`src/pvp_pkg.sv`:
```
package pvp_pkg;
   // time base
   localparam int CLK_HZ = 20_000_000;
   localparam int TICK_S = 1;
   localparam int MIN_S = 60;
   // protective timing, seconds
   localparam int KICK_S = 30;
   localparam int PAUSE_S = 30;
   localparam int VALVE_OPEN_S = 15;
   localparam int WEEK_S = 604800;
   localparam int MIN_OVERRUN_S = 60;
   localparam int LAST_OFF_S = 60;
   localparam int FROST_ON_S = 300;
   localparam int FROST_OFF_S = 900;
   // widths
   localparam int SEC_W = 20;
   localparam int RUN_W = 13;
   // temperatures, whole degrees, two's complement
   localparam logic signed [7:0] SUBST_TEMP = 8'sh00;
   localparam logic signed [7:0] FROST_HYST = 8'sh01;
   localparam logic signed [7:0] DEF_CYC_THR = 8'sh02;
   localparam logic signed [7:0] DEF_CONT_THR = 8'shFB;
   // factory settings for the driving side
   localparam logic [5:0] DEF_OVERRUN_MIN = 6'h06;
   localparam logic [5:0] DEF_SEC_OVERRUN_MIN = 6'h01;
   localparam logic [2:0] DEF_KICK_DAY = 3'h0;
   localparam logic [4:0] DEF_KICK_HOUR = 5'h0A;
   localparam logic [5:0] DEF_KICK_MIN = 6'h00;
   localparam logic DEF_FROST_EN = 1'b0;
   localparam logic [7:0] VALVE_FULL = 8'hFF;
   localparam logic [7:0] VALVE_SHUT = 8'h00;
   typedef enum logic [1:0] {
      PVP_SCOPE_OFF = 2'h0,
      PVP_SCOPE_PUMPS = 2'h1,
      PVP_SCOPE_VALVES = 2'h2,
      PVP_SCOPE_BOTH = 2'h3
   } pvp_scope_t;
   localparam pvp_scope_t DEF_SCOPE = PVP_SCOPE_BOTH;
   typedef enum logic [1:0] {
      PVP_FR_OFF = 2'h0,
      PVP_FR_CYC = 2'h1,
      PVP_FR_CONT = 2'h2
   } pvp_frost_t;
   typedef enum logic [1:0] {
      PVP_K_IDLE = 2'h0,
      PVP_K_SCAN = 2'h1,
      PVP_K_KICK = 2'h2,
      PVP_K_PAUSE = 2'h3
   } pvp_kick_t;
endpackage

```
`src/pvp_frost.sv`:
```
`timescale 1ns/1ps
module pvp_frost
(
   // clock and reset
   input wire logic ref_clk,
   input wire logic rst,
   // time base and settings
   input wire logic secTick,
   input wire logic enable,
   input wire logic signed [7:0] tempC,
   input wire logic signed [7:0] contThr,
   input wire logic signed [7:0] cycThr,
   // pump demand
   output logic run
);
   typedef struct packed {
      pvp_pkg::pvp_frost_t mode;
      logic phaseOn;
      logic [9:0] cnt;
   } pvp_fr_st_t;
   pvp_fr_st_t st_ff;
   pvp_fr_st_t nxt_st;

   ////////////////////////////////////////////////////////////////
   // band selection with hysteresis, then cycle timing
   always_comb
   begin
      nxt_st = st_ff;
      if (!enable)
      begin
         nxt_st.mode = pvp_pkg::PVP_FR_OFF;
      end
      else
      begin
         case (st_ff.mode)
            pvp_pkg::PVP_FR_OFF:
            begin
               if (tempC <= cycThr)
               begin
                  nxt_st.mode = pvp_pkg::PVP_FR_CYC;
                  nxt_st.phaseOn = 1'b1;
                  nxt_st.cnt = 10'h000;
               end
            end
            pvp_pkg::PVP_FR_CYC:
            begin
               if (tempC <= contThr)
               begin
                  nxt_st.mode = pvp_pkg::PVP_FR_CONT;
               end
               else if (tempC > cycThr + pvp_pkg::FROST_HYST)
               begin
                  nxt_st.mode = pvp_pkg::PVP_FR_OFF;
               end
            end
            pvp_pkg::PVP_FR_CONT:
            begin
               if (tempC > contThr + pvp_pkg::FROST_HYST)
               begin
                  nxt_st.mode = pvp_pkg::PVP_FR_CYC;
                  nxt_st.phaseOn = 1'b1;
                  nxt_st.cnt = 10'h000;
               end
            end
            default:
            begin
               nxt_st.mode = pvp_pkg::PVP_FR_OFF;
            end
         endcase
      end
      if (st_ff.mode == pvp_pkg::PVP_FR_CYC && nxt_st.mode == pvp_pkg::PVP_FR_CYC && secTick)
      begin
         if (st_ff.phaseOn && st_ff.cnt == 10'(pvp_pkg::FROST_ON_S - 1))
         begin
            nxt_st.phaseOn = 1'b0;
            nxt_st.cnt = 10'h000;
         end
         else if (!st_ff.phaseOn && st_ff.cnt == 10'(pvp_pkg::FROST_OFF_S - 1))
         begin
            nxt_st.phaseOn = 1'b1;
            nxt_st.cnt = 10'h000;
         end
         else
         begin
            nxt_st.cnt = st_ff.cnt + 10'h001;
         end
      end
   end

   // state register
   always_ff @(posedge ref_clk or posedge rst)
   begin
      if (rst)
      begin
         st_ff <= '0;
      end
      else
      begin
         st_ff <= nxt_st;
      end
   end

   assign run = (st_ff.mode == pvp_pkg::PVP_FR_CONT) || (st_ff.mode == pvp_pkg::PVP_FR_CYC && st_ff.phaseOn);
endmodule

```
`src/pvp_overrun.sv`:
```
`timescale 1ns/1ps
module pvp_overrun
#(
   parameter bit CAN_OVERRUN = 1'b1
)
(
   // clock and reset
   input wire logic ref_clk,
   input wire logic rst,
   // events and settings
   input wire logic secTick,
   input wire logic burnerOffEv,
   input wire logic req,
   input wire logic inhibit,
   input wire logic [pvp_pkg::RUN_W-1:0] loadSec,
   // overrun active
   output logic overrun
);
   typedef struct packed {
      logic [5:0] offCnt;
      logic [pvp_pkg::RUN_W-1:0] runCnt;
   } pvp_or_st_t;
   pvp_or_st_t st_ff;
   pvp_or_st_t nxt_st;

   ////////////////////////////////////////////////////////////////
   // age since switch-off and overrun countdown
   always_comb
   begin
      nxt_st = st_ff;
      // a consumer still demanding holds its switch-off age at zero, so the
      // age only starts counting once its demand drops
      if (req)
      begin
         nxt_st.offCnt = 6'h00;
      end
      else if (secTick && st_ff.offCnt < 6'(pvp_pkg::LAST_OFF_S))
      begin
         nxt_st.offCnt = st_ff.offCnt + 6'h01;
      end
      if (secTick && st_ff.runCnt != '0)
      begin
         nxt_st.runCnt = st_ff.runCnt - 1'b1;
      end
      if (CAN_OVERRUN && burnerOffEv && !req && st_ff.offCnt < 6'(pvp_pkg::LAST_OFF_S))
      begin
         nxt_st.runCnt = loadSec;
      end
      if (inhibit)
      begin
         nxt_st.runCnt = '0;
      end
   end

   // state register, switch-off age starts as long ago
   always_ff @(posedge ref_clk or posedge rst)
   begin
      if (rst)
      begin
         st_ff.offCnt <= 6'(pvp_pkg::LAST_OFF_S);
         st_ff.runCnt <= '0;
      end
      else
      begin
         st_ff <= nxt_st;
      end
   end

   assign overrun = (st_ff.runCnt != '0);
endmodule

```
`src/pvp_sequencer.sv`:
```
`timescale 1ns/1ps
module pvp_sequencer
#(
   parameter int NP = 4,
   parameter int NV = 2,
   parameter int CYC_PER_SEC = pvp_pkg::CLK_HZ * pvp_pkg::TICK_S,
   parameter logic [NP-1:0] CIRC_MASK = 4'h4,
   parameter logic [NP-1:0] DHW_MASK = 4'h7,
   parameter int SEC_IDX = 1,
   parameter logic [NV-1:0] SHUTOFF_MASK = 2'h2
)
(
   // clock and reset
   input wire logic ref_clk,
   input wire logic rst,
   // plant inputs
   input wire logic signed [7:0] outsideTemp,
   input wire logic sensorFault,
   input wire logic burnerOn,
   input wire logic dischargeProt,
   input wire logic hasBoiler,
   // normal control demands
   input wire logic [NP-1:0] pumpReq,
   input wire logic [NV-1:0] valveReq,
   input wire logic [NV-1:0][7:0] valveSet,
   // frost settings
   input wire logic signed [7:0] frost_continuous_threshold,
   input wire logic signed [7:0] frost_cycling_threshold,
   input wire logic [NP-1:0] frostEn,
   // overrun settings, minutes
   input wire logic [5:0] boilerOverrunMin,
   input wire logic [5:0] consumerOverrunMin,
   input wire logic [5:0] secOverrunMin,
   // calendar and kick settings
   input wire logic [2:0] dayOfWeek,
   input wire logic [4:0] hourOfDay,
   input wire logic [5:0] minuteOfHour,
   input wire logic [2:0] kickDay,
   input wire logic [4:0] kickHour,
   input wire logic [5:0] kickMinute,
   input wire pvp_pkg::pvp_scope_t kickScope,
   // drive outputs
   output logic [NP-1:0] pumpRun,
   output logic [NV-1:0][7:0] valvePos,
   // status
   output logic twinChangeover,
   output logic kickBusy,
   output logic [NP-1:0] frostRun,
   output logic [NP-1:0] overrunActive
);
   localparam int NT = NP + NV;
   localparam int DIV_W = $clog2(CYC_PER_SEC);
   localparam int IDX_W = $clog2(NT + 1);

   typedef struct packed {
      logic [DIV_W-1:0] div;
      logic secTick;
      logic burnS1;
      logic burnS2;
      logic burnS3;
      logic faultS1;
      logic faultS2;
      logic matchQ;
      pvp_pkg::pvp_kick_t kst;
      logic [IDX_W-1:0] idx;
      logic [5:0] kcnt;
      logic [NT-1:0] due;
      logic [NT-1:0][pvp_pkg::SEC_W-1:0] idle;
      logic [NV-1:0][7:0] held;
      logic [NP-1:0] pumpRun;
      logic [NV-1:0][7:0] valvePos;
      logic twin;
   } pvp_st_t;

   pvp_st_t st_ff;
   pvp_st_t nxt_st;
   logic signed [7:0] tempEff;
   logic burnerOffEv;
   logic matchNow;
   logic [pvp_pkg::RUN_W-1:0] baseSec;
   logic [pvp_pkg::RUN_W-1:0] secLoad;
   logic [5:0] ovMin;

   ////////////////////////////////////////////////////////////////
   // minutes setting to seconds
   function automatic logic [pvp_pkg::RUN_W-1:0] minToSec(input logic [5:0] m);
      minToSec = pvp_pkg::RUN_W'(m) * pvp_pkg::RUN_W'(pvp_pkg::MIN_S);
   endfunction

   // scope allows this output kind
   function automatic logic scopeHas(input pvp_pkg::pvp_scope_t s, input logic isValve);
      scopeHas = isValve ? (s == pvp_pkg::PVP_SCOPE_VALVES || s == pvp_pkg::PVP_SCOPE_BOTH)
                         : (s == pvp_pkg::PVP_SCOPE_PUMPS || s == pvp_pkg::PVP_SCOPE_BOTH);
   endfunction

   ////////////////////////////////////////////////////////////////
   // derived settings and events
   // substitute temperature
   assign tempEff = st_ff.faultS2 ? pvp_pkg::SUBST_TEMP : outsideTemp;
   // edge seen only behind the second sync stage
   assign burnerOffEv = st_ff.burnS3 && !st_ff.burnS2;
   assign ovMin = hasBoiler ? boilerOverrunMin : consumerOverrunMin;
   assign baseSec = (minToSec(ovMin) < pvp_pkg::RUN_W'(pvp_pkg::MIN_OVERRUN_S))
                  ? pvp_pkg::RUN_W'(pvp_pkg::MIN_OVERRUN_S) : minToSec(ovMin);
   assign secLoad = baseSec + minToSec(secOverrunMin);
   assign matchNow = (dayOfWeek == kickDay) && (hourOfDay == kickHour) && (minuteOfHour == kickMinute);

   ////////////////////////////////////////////////////////////////
   // per pump frost and overrun units
   for (genvar i = 0; i < NP; i++)
   begin : g_pump
      pvp_frost u_frost
      (
         .ref_clk(ref_clk),
         .rst(rst),
         .secTick(st_ff.secTick),
         .enable(frostEn[i]),
         .tempC(tempEff),
         .contThr(frost_continuous_threshold),
         .cycThr(frost_cycling_threshold),
         .run(frostRun[i])
      );
      pvp_overrun
      #(
         .CAN_OVERRUN(!CIRC_MASK[i])
      )
      u_over
      (
         .ref_clk(ref_clk),
         .rst(rst),
         .secTick(st_ff.secTick),
         .burnerOffEv(burnerOffEv),
         .req(pumpReq[i] || (i < NV && valveReq[i < NV ? i : 0])),
         .inhibit(DHW_MASK[i] && dischargeProt),
         .loadSec((i == SEC_IDX) ? secLoad : baseSec),
         .overrun(overrunActive[i])
      );
   end

   ////////////////////////////////////////////////////////////////
   // time base, synchronisers, kick sequencer and output drive
   always_comb
   begin
      nxt_st = st_ff;
      // one second tick from the reference clock
      nxt_st.secTick = 1'b0;
      if (st_ff.div == DIV_W'(CYC_PER_SEC - 1))
      begin
         nxt_st.div = '0;
         nxt_st.secTick = 1'b1;
      end
      else
      begin
         nxt_st.div = st_ff.div + 1'b1;
      end
      // pin synchronisers
      nxt_st.burnS1 = burnerOn;
      nxt_st.burnS2 = st_ff.burnS1;
      nxt_st.burnS3 = st_ff.burnS2;
      nxt_st.faultS1 = sensorFault;
      nxt_st.faultS2 = st_ff.faultS1;
      nxt_st.matchQ = matchNow;
      // twin changeover at the kick moment
      nxt_st.twin = matchNow && !st_ff.matchQ;

      // kick state machine
      case (st_ff.kst)
         pvp_pkg::PVP_K_IDLE:
         begin
            if (matchNow && !st_ff.matchQ && kickScope != pvp_pkg::PVP_SCOPE_OFF)
            begin
               nxt_st.kst = pvp_pkg::PVP_K_SCAN;
               nxt_st.idx = '0;
               for (int t = 0; t < NT; t++)
               begin
                  // idle a week, in scope, not shutoff valve
                  nxt_st.due[t] = (st_ff.idle[t] >= pvp_pkg::SEC_W'(pvp_pkg::WEEK_S))
                               && scopeHas(kickScope, t >= NP)
                               && !(t >= NP && SHUTOFF_MASK[(t >= NP) ? t - NP : 0]);
               end
            end
         end
         pvp_pkg::PVP_K_SCAN:
         begin
            if (st_ff.idx == IDX_W'(NT))
            begin
               nxt_st.kst = pvp_pkg::PVP_K_IDLE;
            end
            else if (st_ff.due[st_ff.idx])
            begin
               nxt_st.kst = pvp_pkg::PVP_K_KICK;
               nxt_st.kcnt = '0;
            end
            else
            begin
               nxt_st.idx = st_ff.idx + 1'b1;
            end
         end
         pvp_pkg::PVP_K_KICK:
         begin
            if (st_ff.secTick)
            begin
               if (st_ff.kcnt == 6'(pvp_pkg::KICK_S - 1))
               begin
                  nxt_st.kst = pvp_pkg::PVP_K_PAUSE;
                  nxt_st.kcnt = '0;
               end
               else
               begin
                  nxt_st.kcnt = st_ff.kcnt + 6'h01;
               end
            end
         end
         pvp_pkg::PVP_K_PAUSE:
         begin
            if (st_ff.secTick)
            begin
               if (st_ff.kcnt == 6'(pvp_pkg::PAUSE_S - 1))
               begin
                  nxt_st.kst = pvp_pkg::PVP_K_SCAN;
                  nxt_st.idx = st_ff.idx + 1'b1;
                  nxt_st.kcnt = '0;
               end
               else
               begin
                  nxt_st.kcnt = st_ff.kcnt + 6'h01;
               end
            end
         end
         default:
         begin
            nxt_st.kst = pvp_pkg::PVP_K_IDLE;
         end
      endcase

      // pump drive: demand, frost, overrun or kick
      for (int p = 0; p < NP; p++)
      begin
         // one pump kicked at a time
         nxt_st.pumpRun[p] = pumpReq[p] || frostRun[p] || overrunActive[p]
                          || (st_ff.kst == pvp_pkg::PVP_K_KICK && st_ff.idx == IDX_W'(p));
      end

      // valve drive
      for (int v = 0; v < NV; v++)
      begin
         // remember the last setpoint while demanded
         if (valveReq[v])
         begin
            nxt_st.held[v] = valveSet[v];
         end
         if (st_ff.kst == pvp_pkg::PVP_K_KICK && st_ff.idx == IDX_W'(NP + v))
         begin
            nxt_st.valvePos[v] = (st_ff.kcnt < 6'(pvp_pkg::VALVE_OPEN_S)) ? pvp_pkg::VALVE_FULL
                                                                           : pvp_pkg::VALVE_SHUT;
         end
         else if (valveReq[v])
         begin
            nxt_st.valvePos[v] = valveSet[v];
         end
         else if (overrunActive[v])
         begin
            nxt_st.valvePos[v] = st_ff.held[v];
         end
         else
         begin
            nxt_st.valvePos[v] = pvp_pkg::VALVE_SHUT;
         end
      end

      // idle age, saturating at one week
      for (int t = 0; t < NT; t++)
      begin
         if ((t < NP) ? st_ff.pumpRun[(t < NP) ? t : 0] : (st_ff.valvePos[(t >= NP) ? t - NP : 0] != '0))
         begin
            nxt_st.idle[t] = '0;
         end
         else if (st_ff.secTick && st_ff.idle[t] < pvp_pkg::SEC_W'(pvp_pkg::WEEK_S))
         begin
            nxt_st.idle[t] = st_ff.idle[t] + 1'b1;
         end
      end
   end

   ////////////////////////////////////////////////////////////////
   // state register; idle ages start at zero, so no kick right after power-up
   always_ff @(posedge ref_clk or posedge rst)
   begin
      if (rst)
      begin
         st_ff <= '0;
      end
      else
      begin
         st_ff <= nxt_st;
      end
   end

   // outputs straight from flip-flops, kickBusy decoded from the kick state
   assign pumpRun = st_ff.pumpRun;
   assign valvePos = st_ff.valvePos;
   assign twinChangeover = st_ff.twin;
   assign kickBusy = (st_ff.kst != pvp_pkg::PVP_K_IDLE);
endmodule

```
`config.mk`:
```
export PLATFORM = sky130hd
export DESIGN_NAME = pvp_sequencer
export DESIGN_NICKNAME = d
export VERILOG_FILES = /design/src/pvp_pkg.sv /design/src/pvp_frost.sv /design/src/pvp_overrun.sv /design/src/pvp_sequencer.sv
export SDC_FILE = /design/constraint.sdc
export NUM_CORES = 1
export LEC_CHECK = 0
export BUFFER_PORTS_ARGS = -buffer_cell sky130_fd_sc_hd__buf_2
export CORE_ASPECT_RATIO = 1.4
export CORE_MARGIN = 2
export CORE_UTILIZATION = 46
export DETAILED_ROUTE_END_ITERATION = 6
export PLACE_DENSITY_LB_ADDON = 0.25
export SLEW_MARGIN = 25
export SYNTH_ARGS = -nofsm -noshare
export SYNTH_HDL_FRONTEND = slang
export SYNTH_HIERARCHICAL = 1
export SYNTH_SLANG_ARGS = --single-unit
export TNS_END_PERCENT = 5
```
`constraint.sdc`:
```
create_clock -name ref_clk -period 15.5 [get_ports ref_clk]
set_input_delay 1.55 -clock ref_clk [delete_from_list [all_inputs] [get_ports ref_clk]]
set_output_delay 1.55 -clock ref_clk [all_outputs]
set_load 0.005 [all_outputs]
```
---- Yosys cells after proc, flatten, opt, wreduce, memory -nomap -nowiden ----
Cells that the tools add are included.
Widths: inputs -> output; s select.
word-level totals
  flip-flop bits (word level) ............. 307
  bits of input ports ..................... 104
  output and inout bits ................... 30
  word-level logic and storage cells ...... 369
operators by class
  $add $sub $neg .......................... 22
  $mul .................................... 2
  $lt $le $gt $ge ......................... 20
  equality and inequality tests ........... 54
  muxes and demuxes ....................... 103
  reductions and logical operators ........ 126
operators by type and width
  kind                   number
  $mux 13                18
  $mux 20                10
  $mux 11                13
  $add 20x1->20 const B  5
  $ge 20x20->1 const B   5
  $lt 20x20->1 const B   5
  $pmux 11 s2            4
  $mux 8                 8
  $mux 6                 10
  $logic_and 1x1->1      54
  $reduce_bool 13->1     4
  $sub 13x1->13 const B  4
  $add 10x1->10 const B  4
  $eq 10x10->1 const B   4
  $eq 10x9->1 const B    4
  $mux 10                4
  $mux 2                 16
  $reduce_bool 2->1      16
  $add 25x1->25 const B  1
  $eq 25x25->1 const B   1
  $mux 25                1
  $add 6x1->6 const B    4
  $pmux 2 s3             4
  $reduce_bool 3->1      8
  other kinds (41)       120

---- Logic depth before layout (Yosys ltp) ----
  depth after elaboration ................. 11
  gate-level depth with buffers ........... 27
  depth with buffers taken out ............ 26

---- Modules after synthesis ----
The synthesis kept the hierarchy.
modules (own cells, without submodules)
  module                               instances  cells an instance  area each (um^2)  seq. area each (um^2)
  pvp_sequencer                        1          1174               10913.0           4629.4
  pvp_frost                            4          219                1839.3            325.3
  pvp_overrun at g_pump[0].u_over ...  3          120                1136.1            480.5
  pvp_overrun at g_pump[2].u_over      1          78                 749.5             325.3

---- Least setup slack after synthesis ----
No wires, ideal clock.
  kind .................................... input port to flip-flop
  from .................................... input port hasBoiler
  to ...................................... register g_pump[1].u_over/st_ff[10] (netlist bit)
  arrival time ............................ 6.952 ns
  required time ........................... 15.406 ns
  slack ................................... 8.455 ns
  cell stages on the path ................. 22
  path buffers ............................ 1
  path through ............................ clkbuf_1 mux2i_1 fa_1 fa_1 inv_1 ha_1 a21oi_1 nor2_1 or4b_1 nor4_2 nand2_1 nand2b_1 ha_1 a21oi_1 nor2_1 a22o_1 a311oi_1 o21bai_1 a21oi_1 xnor2_1 nor2_1 a211oi_1
on the way
  longest elaborated chain between the ends .. 7
ends and longest elaborated chain
  element                      line                  RTL
  start, declared              pvp_sequencer.sv:21   input wire logic hasBoiler,
  $mux 6 (*)                   pvp_sequencer.sv:102  assign ovMin = hasBoiler ? boilerOverrunMin : consumerOverrunMin;
  $mul 6x4->10 (*)             pvp_sequencer.sv:87   minToSec = pvp_pkg::RUN_W'(m) * pvp_pkg::RUN_W'(pvp_pkg::MIN_S);
  $lt 12x6->1                  pvp_sequencer.sv:103  assign baseSec = (minToSec(ovMin) < pvp_pkg::RUN_W'(pvp_pkg::MIN_OVERRUN_S))
  $mux 12 (*)                  pvp_sequencer.sv:104  ? pvp_pkg::RUN_W'(pvp_pkg::MIN_OVERRUN_S) : minToSec(ovMin);
  named net baseSec (one bit)  pvp_sequencer.sv:80   logic [pvp_pkg::RUN_W-1:0] baseSec;
  $add 12x12->13 (*)           pvp_sequencer.sv:105  assign secLoad = baseSec + minToSec(secOverrunMin);
  named net secLoad (one bit)  pvp_sequencer.sv:81   logic [pvp_pkg::RUN_W-1:0] secLoad;
  $mux 13 (*)                  pvp_overrun.sv:45     if (CAN_OVERRUN && burnerOffEv && !req && st_ff.offCnt < 6'(pvp_pkg::LAST_OFF_S))
  $mux 13 (*)                  pvp_overrun.sv:49     if (inhibit)
  end signal, assigned         pvp_overrun.sv:65     st_ff <= nxt_st;
  end, declared                pvp_overrun.sv:23     pvp_or_st_t st_ff;
The timed path passes the listed nets; every way through them passes the cells marked *.
A chain may end at the register's enable or synchronous reset.

---- Worst setup path after layout ----
  from .................................... input port hasBoiler
  to ...................................... register g_pump[1].u_over/st_ff[12] (netlist bit)
The elaborated chain is that of the path after synthesis.

==> run_results.csv <==
group,metric,value,unit
status,status,"finished clean",
clock_network,cts.sinks,307,
placed_design,numPortBuffers,133,
pwr,p_leak,11.8,nW
timing,timing.setup.tns,0,ns
die,fp.dieH,265,µm
placed_design,hpwl,36.5,mm
die,pin_count,134,
critical_path,arrival,7.59,ns
placed_design,place_congestion,0.864,
die,start_util,46.6,%
clock_network,cts_tree,"done",
critical_path,worstPathRequired,15.92,ns
critical_path,end_kind,"register",
flow_run,maxCapViolCount,0,
drt,vias,18200,
synth,ys_types,89,
timing,setup-violations-final,0,
synth,async_flop_share,100,%
timing,grt_setup_unrepaired,"false",
final_layout,finalNonFillerCells,3269,
die,chipWidth,191,µm
clock_network,cts_setup_buffers,0,
drt,drt_wl_total,50.5,mm
clock_network,cts_resized,0,
final_layout,multiInputGateArea,13500,µm²
drt,via_per_inst,5.56,
synth,netlist_area,22400,µm²
clock_network,htreeDepth,2,
clock_network,cts_buffers,35,
grt,grt_pass1_wl,85.1,mm
critical_path,critical_path_class,"input pin to register",
critical_path,startpoint_type,"input pin",
clock_network,postCtsHoldBufs,0,
drt,drtIter0Drc,866,
timing,skew,0.0138,ns
timing,tightest_slew,0.888,ns
grt,grt_pass1_vias,18300,
grt,antenna_found_initial,1,
timing,relSlewSlack,40.7,%
die,core,48100,µm²
critical_path,path_max_fanout,7,
final_layout,drive_gt1_share,12.3,%
drt,wire_per_inst,15.5,µm
timing,period_share,46.3,%
drt,drc,0,
worst_hold_path,hold_path_class,"register to register",
drt,first_pass_iters,5,
synth,synth_area_per_cell,9.01,µm²
synth,ys_ff_latch,307,
die,rows,95,
timing,hold_viol,0,
final_layout,regArea,7700,µm²
pwr,pwr_density_cell,95.9,nW/µm²
synth,ys_seq_area_share,34.3,%
synth,yosysWarnings,6,
synth,synth_edf_count,0,
synth,syn_inst,2488,
clock_network,clockBufferDepth,3,
clock_network,clockRootBuffer,"clkbuf_16",
timing,min_period,7.17,ns
die,die_area,50600,µm²
final_layout,syn2layout_area_growth,10.9,%
pwr,peakVddDrop,0.0871,mV
drt,ant_nets,0,
timing,timing.fmax,139,MHz
clock_network,clock_latency,0.53,ns
placed_design,placed_cells,3204,
grt,grt_remaining_overflow,0,
synth,synthFlopType,"dfrtp_1",
final_layout,fillers,4383,
clock_network,clk_pin_slew_worst_paths,0.06,ns
timing,slew_viol_final,0,
final_layout,final_nets,2944,
grt,grt.total_usage,20.1,%
grt,grt_max_degree,116,
[path summary, 6_finish.rpt]
path	from	to	slack, ns	cells after the start
setup / recovery	hasBoiler	g_pump[1].u_over/st_ff[12]	8.33	25
hold / removal	nxt_st[178]	nxt_st[177]	0.34	0
setup reg to reg	st_ff[175]	g_pump[3].u_frost/st_ff[0]	12.13	9
hold reg to reg	nxt_st[178]	nxt_st[177]	0.34	0
max in group asynchronous	rst	st_ff[180]	12.73	3
min in group asynchronous	rst	g_pump[3].u_frost/st_ff[0]	1.29	2
[cells in the mapped netlist (29+ instances only)]
library cell    n  area (µm²)
nand4_1        64         400
dfrtp_1       295        7380
a31oi_1        29         181
a21o_1         30         225
o21ai_0        70         350
nor4_1         43         269
clkbuf_1       39         146
ha_1          210        2630
nor3_1         43         215
nand3_1        95         475
nand2_1       181         679
xor2_1         92         806
inv_1         237         890
a211oi_1       42         315
and2_1         41         257
nor2_1        267        1000
a21oi_1        97         485
xnor2_1       130        1140
nor2b_1        34         213
[worst max-delay path: stages]
cell      delay (ns)
buf_2           0.17
mux2i_1         0.61
fa_1            0.55
fa_1            0.51
inv_1           0.04
ha_1            0.37
a21oi_1         0.22
nor2_1          0.06
or4b_1          0.59
nor4_2          0.51
nand2_1         0.18
nand2b_1        0.20
ha_1            0.19
inv_1           0.05
fa_1            0.40
inv_1           0.07
a21oi_1         0.09
nor2_1          0.13
a22o_1          0.20
a311oi_1        0.07
o21bai_1        0.20
a21oi_1         0.12
o21ai_1         0.17
nor2_1          0.07
a211oi_1        0.25
[final cells by class]
type	instances	area share [%]
timing repair buffer	145	3.04
inverter	238	3.62
sequential	307	30.9
tap	630	3.17
antenna	1	0.0101
clock inverter	15	0.704
clock buffer	49	4.18
multi-input combinational	1884	54.3
[logic make-up after synthesis]
kind of cell               synth area share [%]
AOI/OAI and AO/OA                          14.3
xor gates and xnor gates                   8.67
adders and majority gates                  13.4
buffers and inverters                      5.63
DFF                                        34.3
muxes                                      1.29
other                                    0.0167
and+or+nand+nor                            22.3
[per-stage QoR]
| stage | util (%) | total power [mW] | instance area (µm²) | setup WS [ns] | hold slack (ns) |
|---|---|---|---|---|---|
| floorplan | - | 1.37 | 22500 | 8.45 | 0.331 |
| global placement | 49.1 | 1.51 | 23700 | 8.05 | 0.338 |
| detailed placement | 49.1 | 1.53 | 23700 | 7.78 | 0.337 |
| CTS | 51.7 | 2.42 | 24900 | 8.32 | 0.338 |
| global route | 51.7 | 2.53 | 24900 | 7.81 | 0.351 |
| finish | 51.7 | 2.39 | 24900 | 8.33 | 0.338 |
[power breakdown]
part           internal (mW)  switching [mW]
combinational          0.267           0.393
clock                  0.522           0.344
sequential             0.826          0.0338
[layout by cell type, fill, tap and decap left out, types with 34 or more instances in the layout]
cell type and count:
dfrtp_1 294, nor2_1 267, inv_1 236, ha_1 210
nand2_1 181, buf_2 133, xnor2_1 130, a21oi_1 97
nand3_1 95, xor2_1 92, o21ai_0 70, nand4_1 64
nor3_1 43, nor4_1 43, a211oi_1 42, and2_1 41
clkbuf_16 36, nor2b_1 34
[flip-flops by register name, summed over array words and instances (netlist names)]
name and cells:
g_pump.u_over/st_ff 70, nxt_st 3, g_pump.u_frost/st_ff 52, st_ff 161, twinChangeover 1, valvePos 16, pumpRun 4
[layer usage]
layer	track usage, %	up-vias	share of wire [%]
li1	-	8947	-
met1	24.2	8781	42
met2	36.6	359	51
met3	2.85	90	4.4
met4	6.31	2	2.4
met5	0	-	0.022
Note: power is estimated with default switching activity, not from simulation.
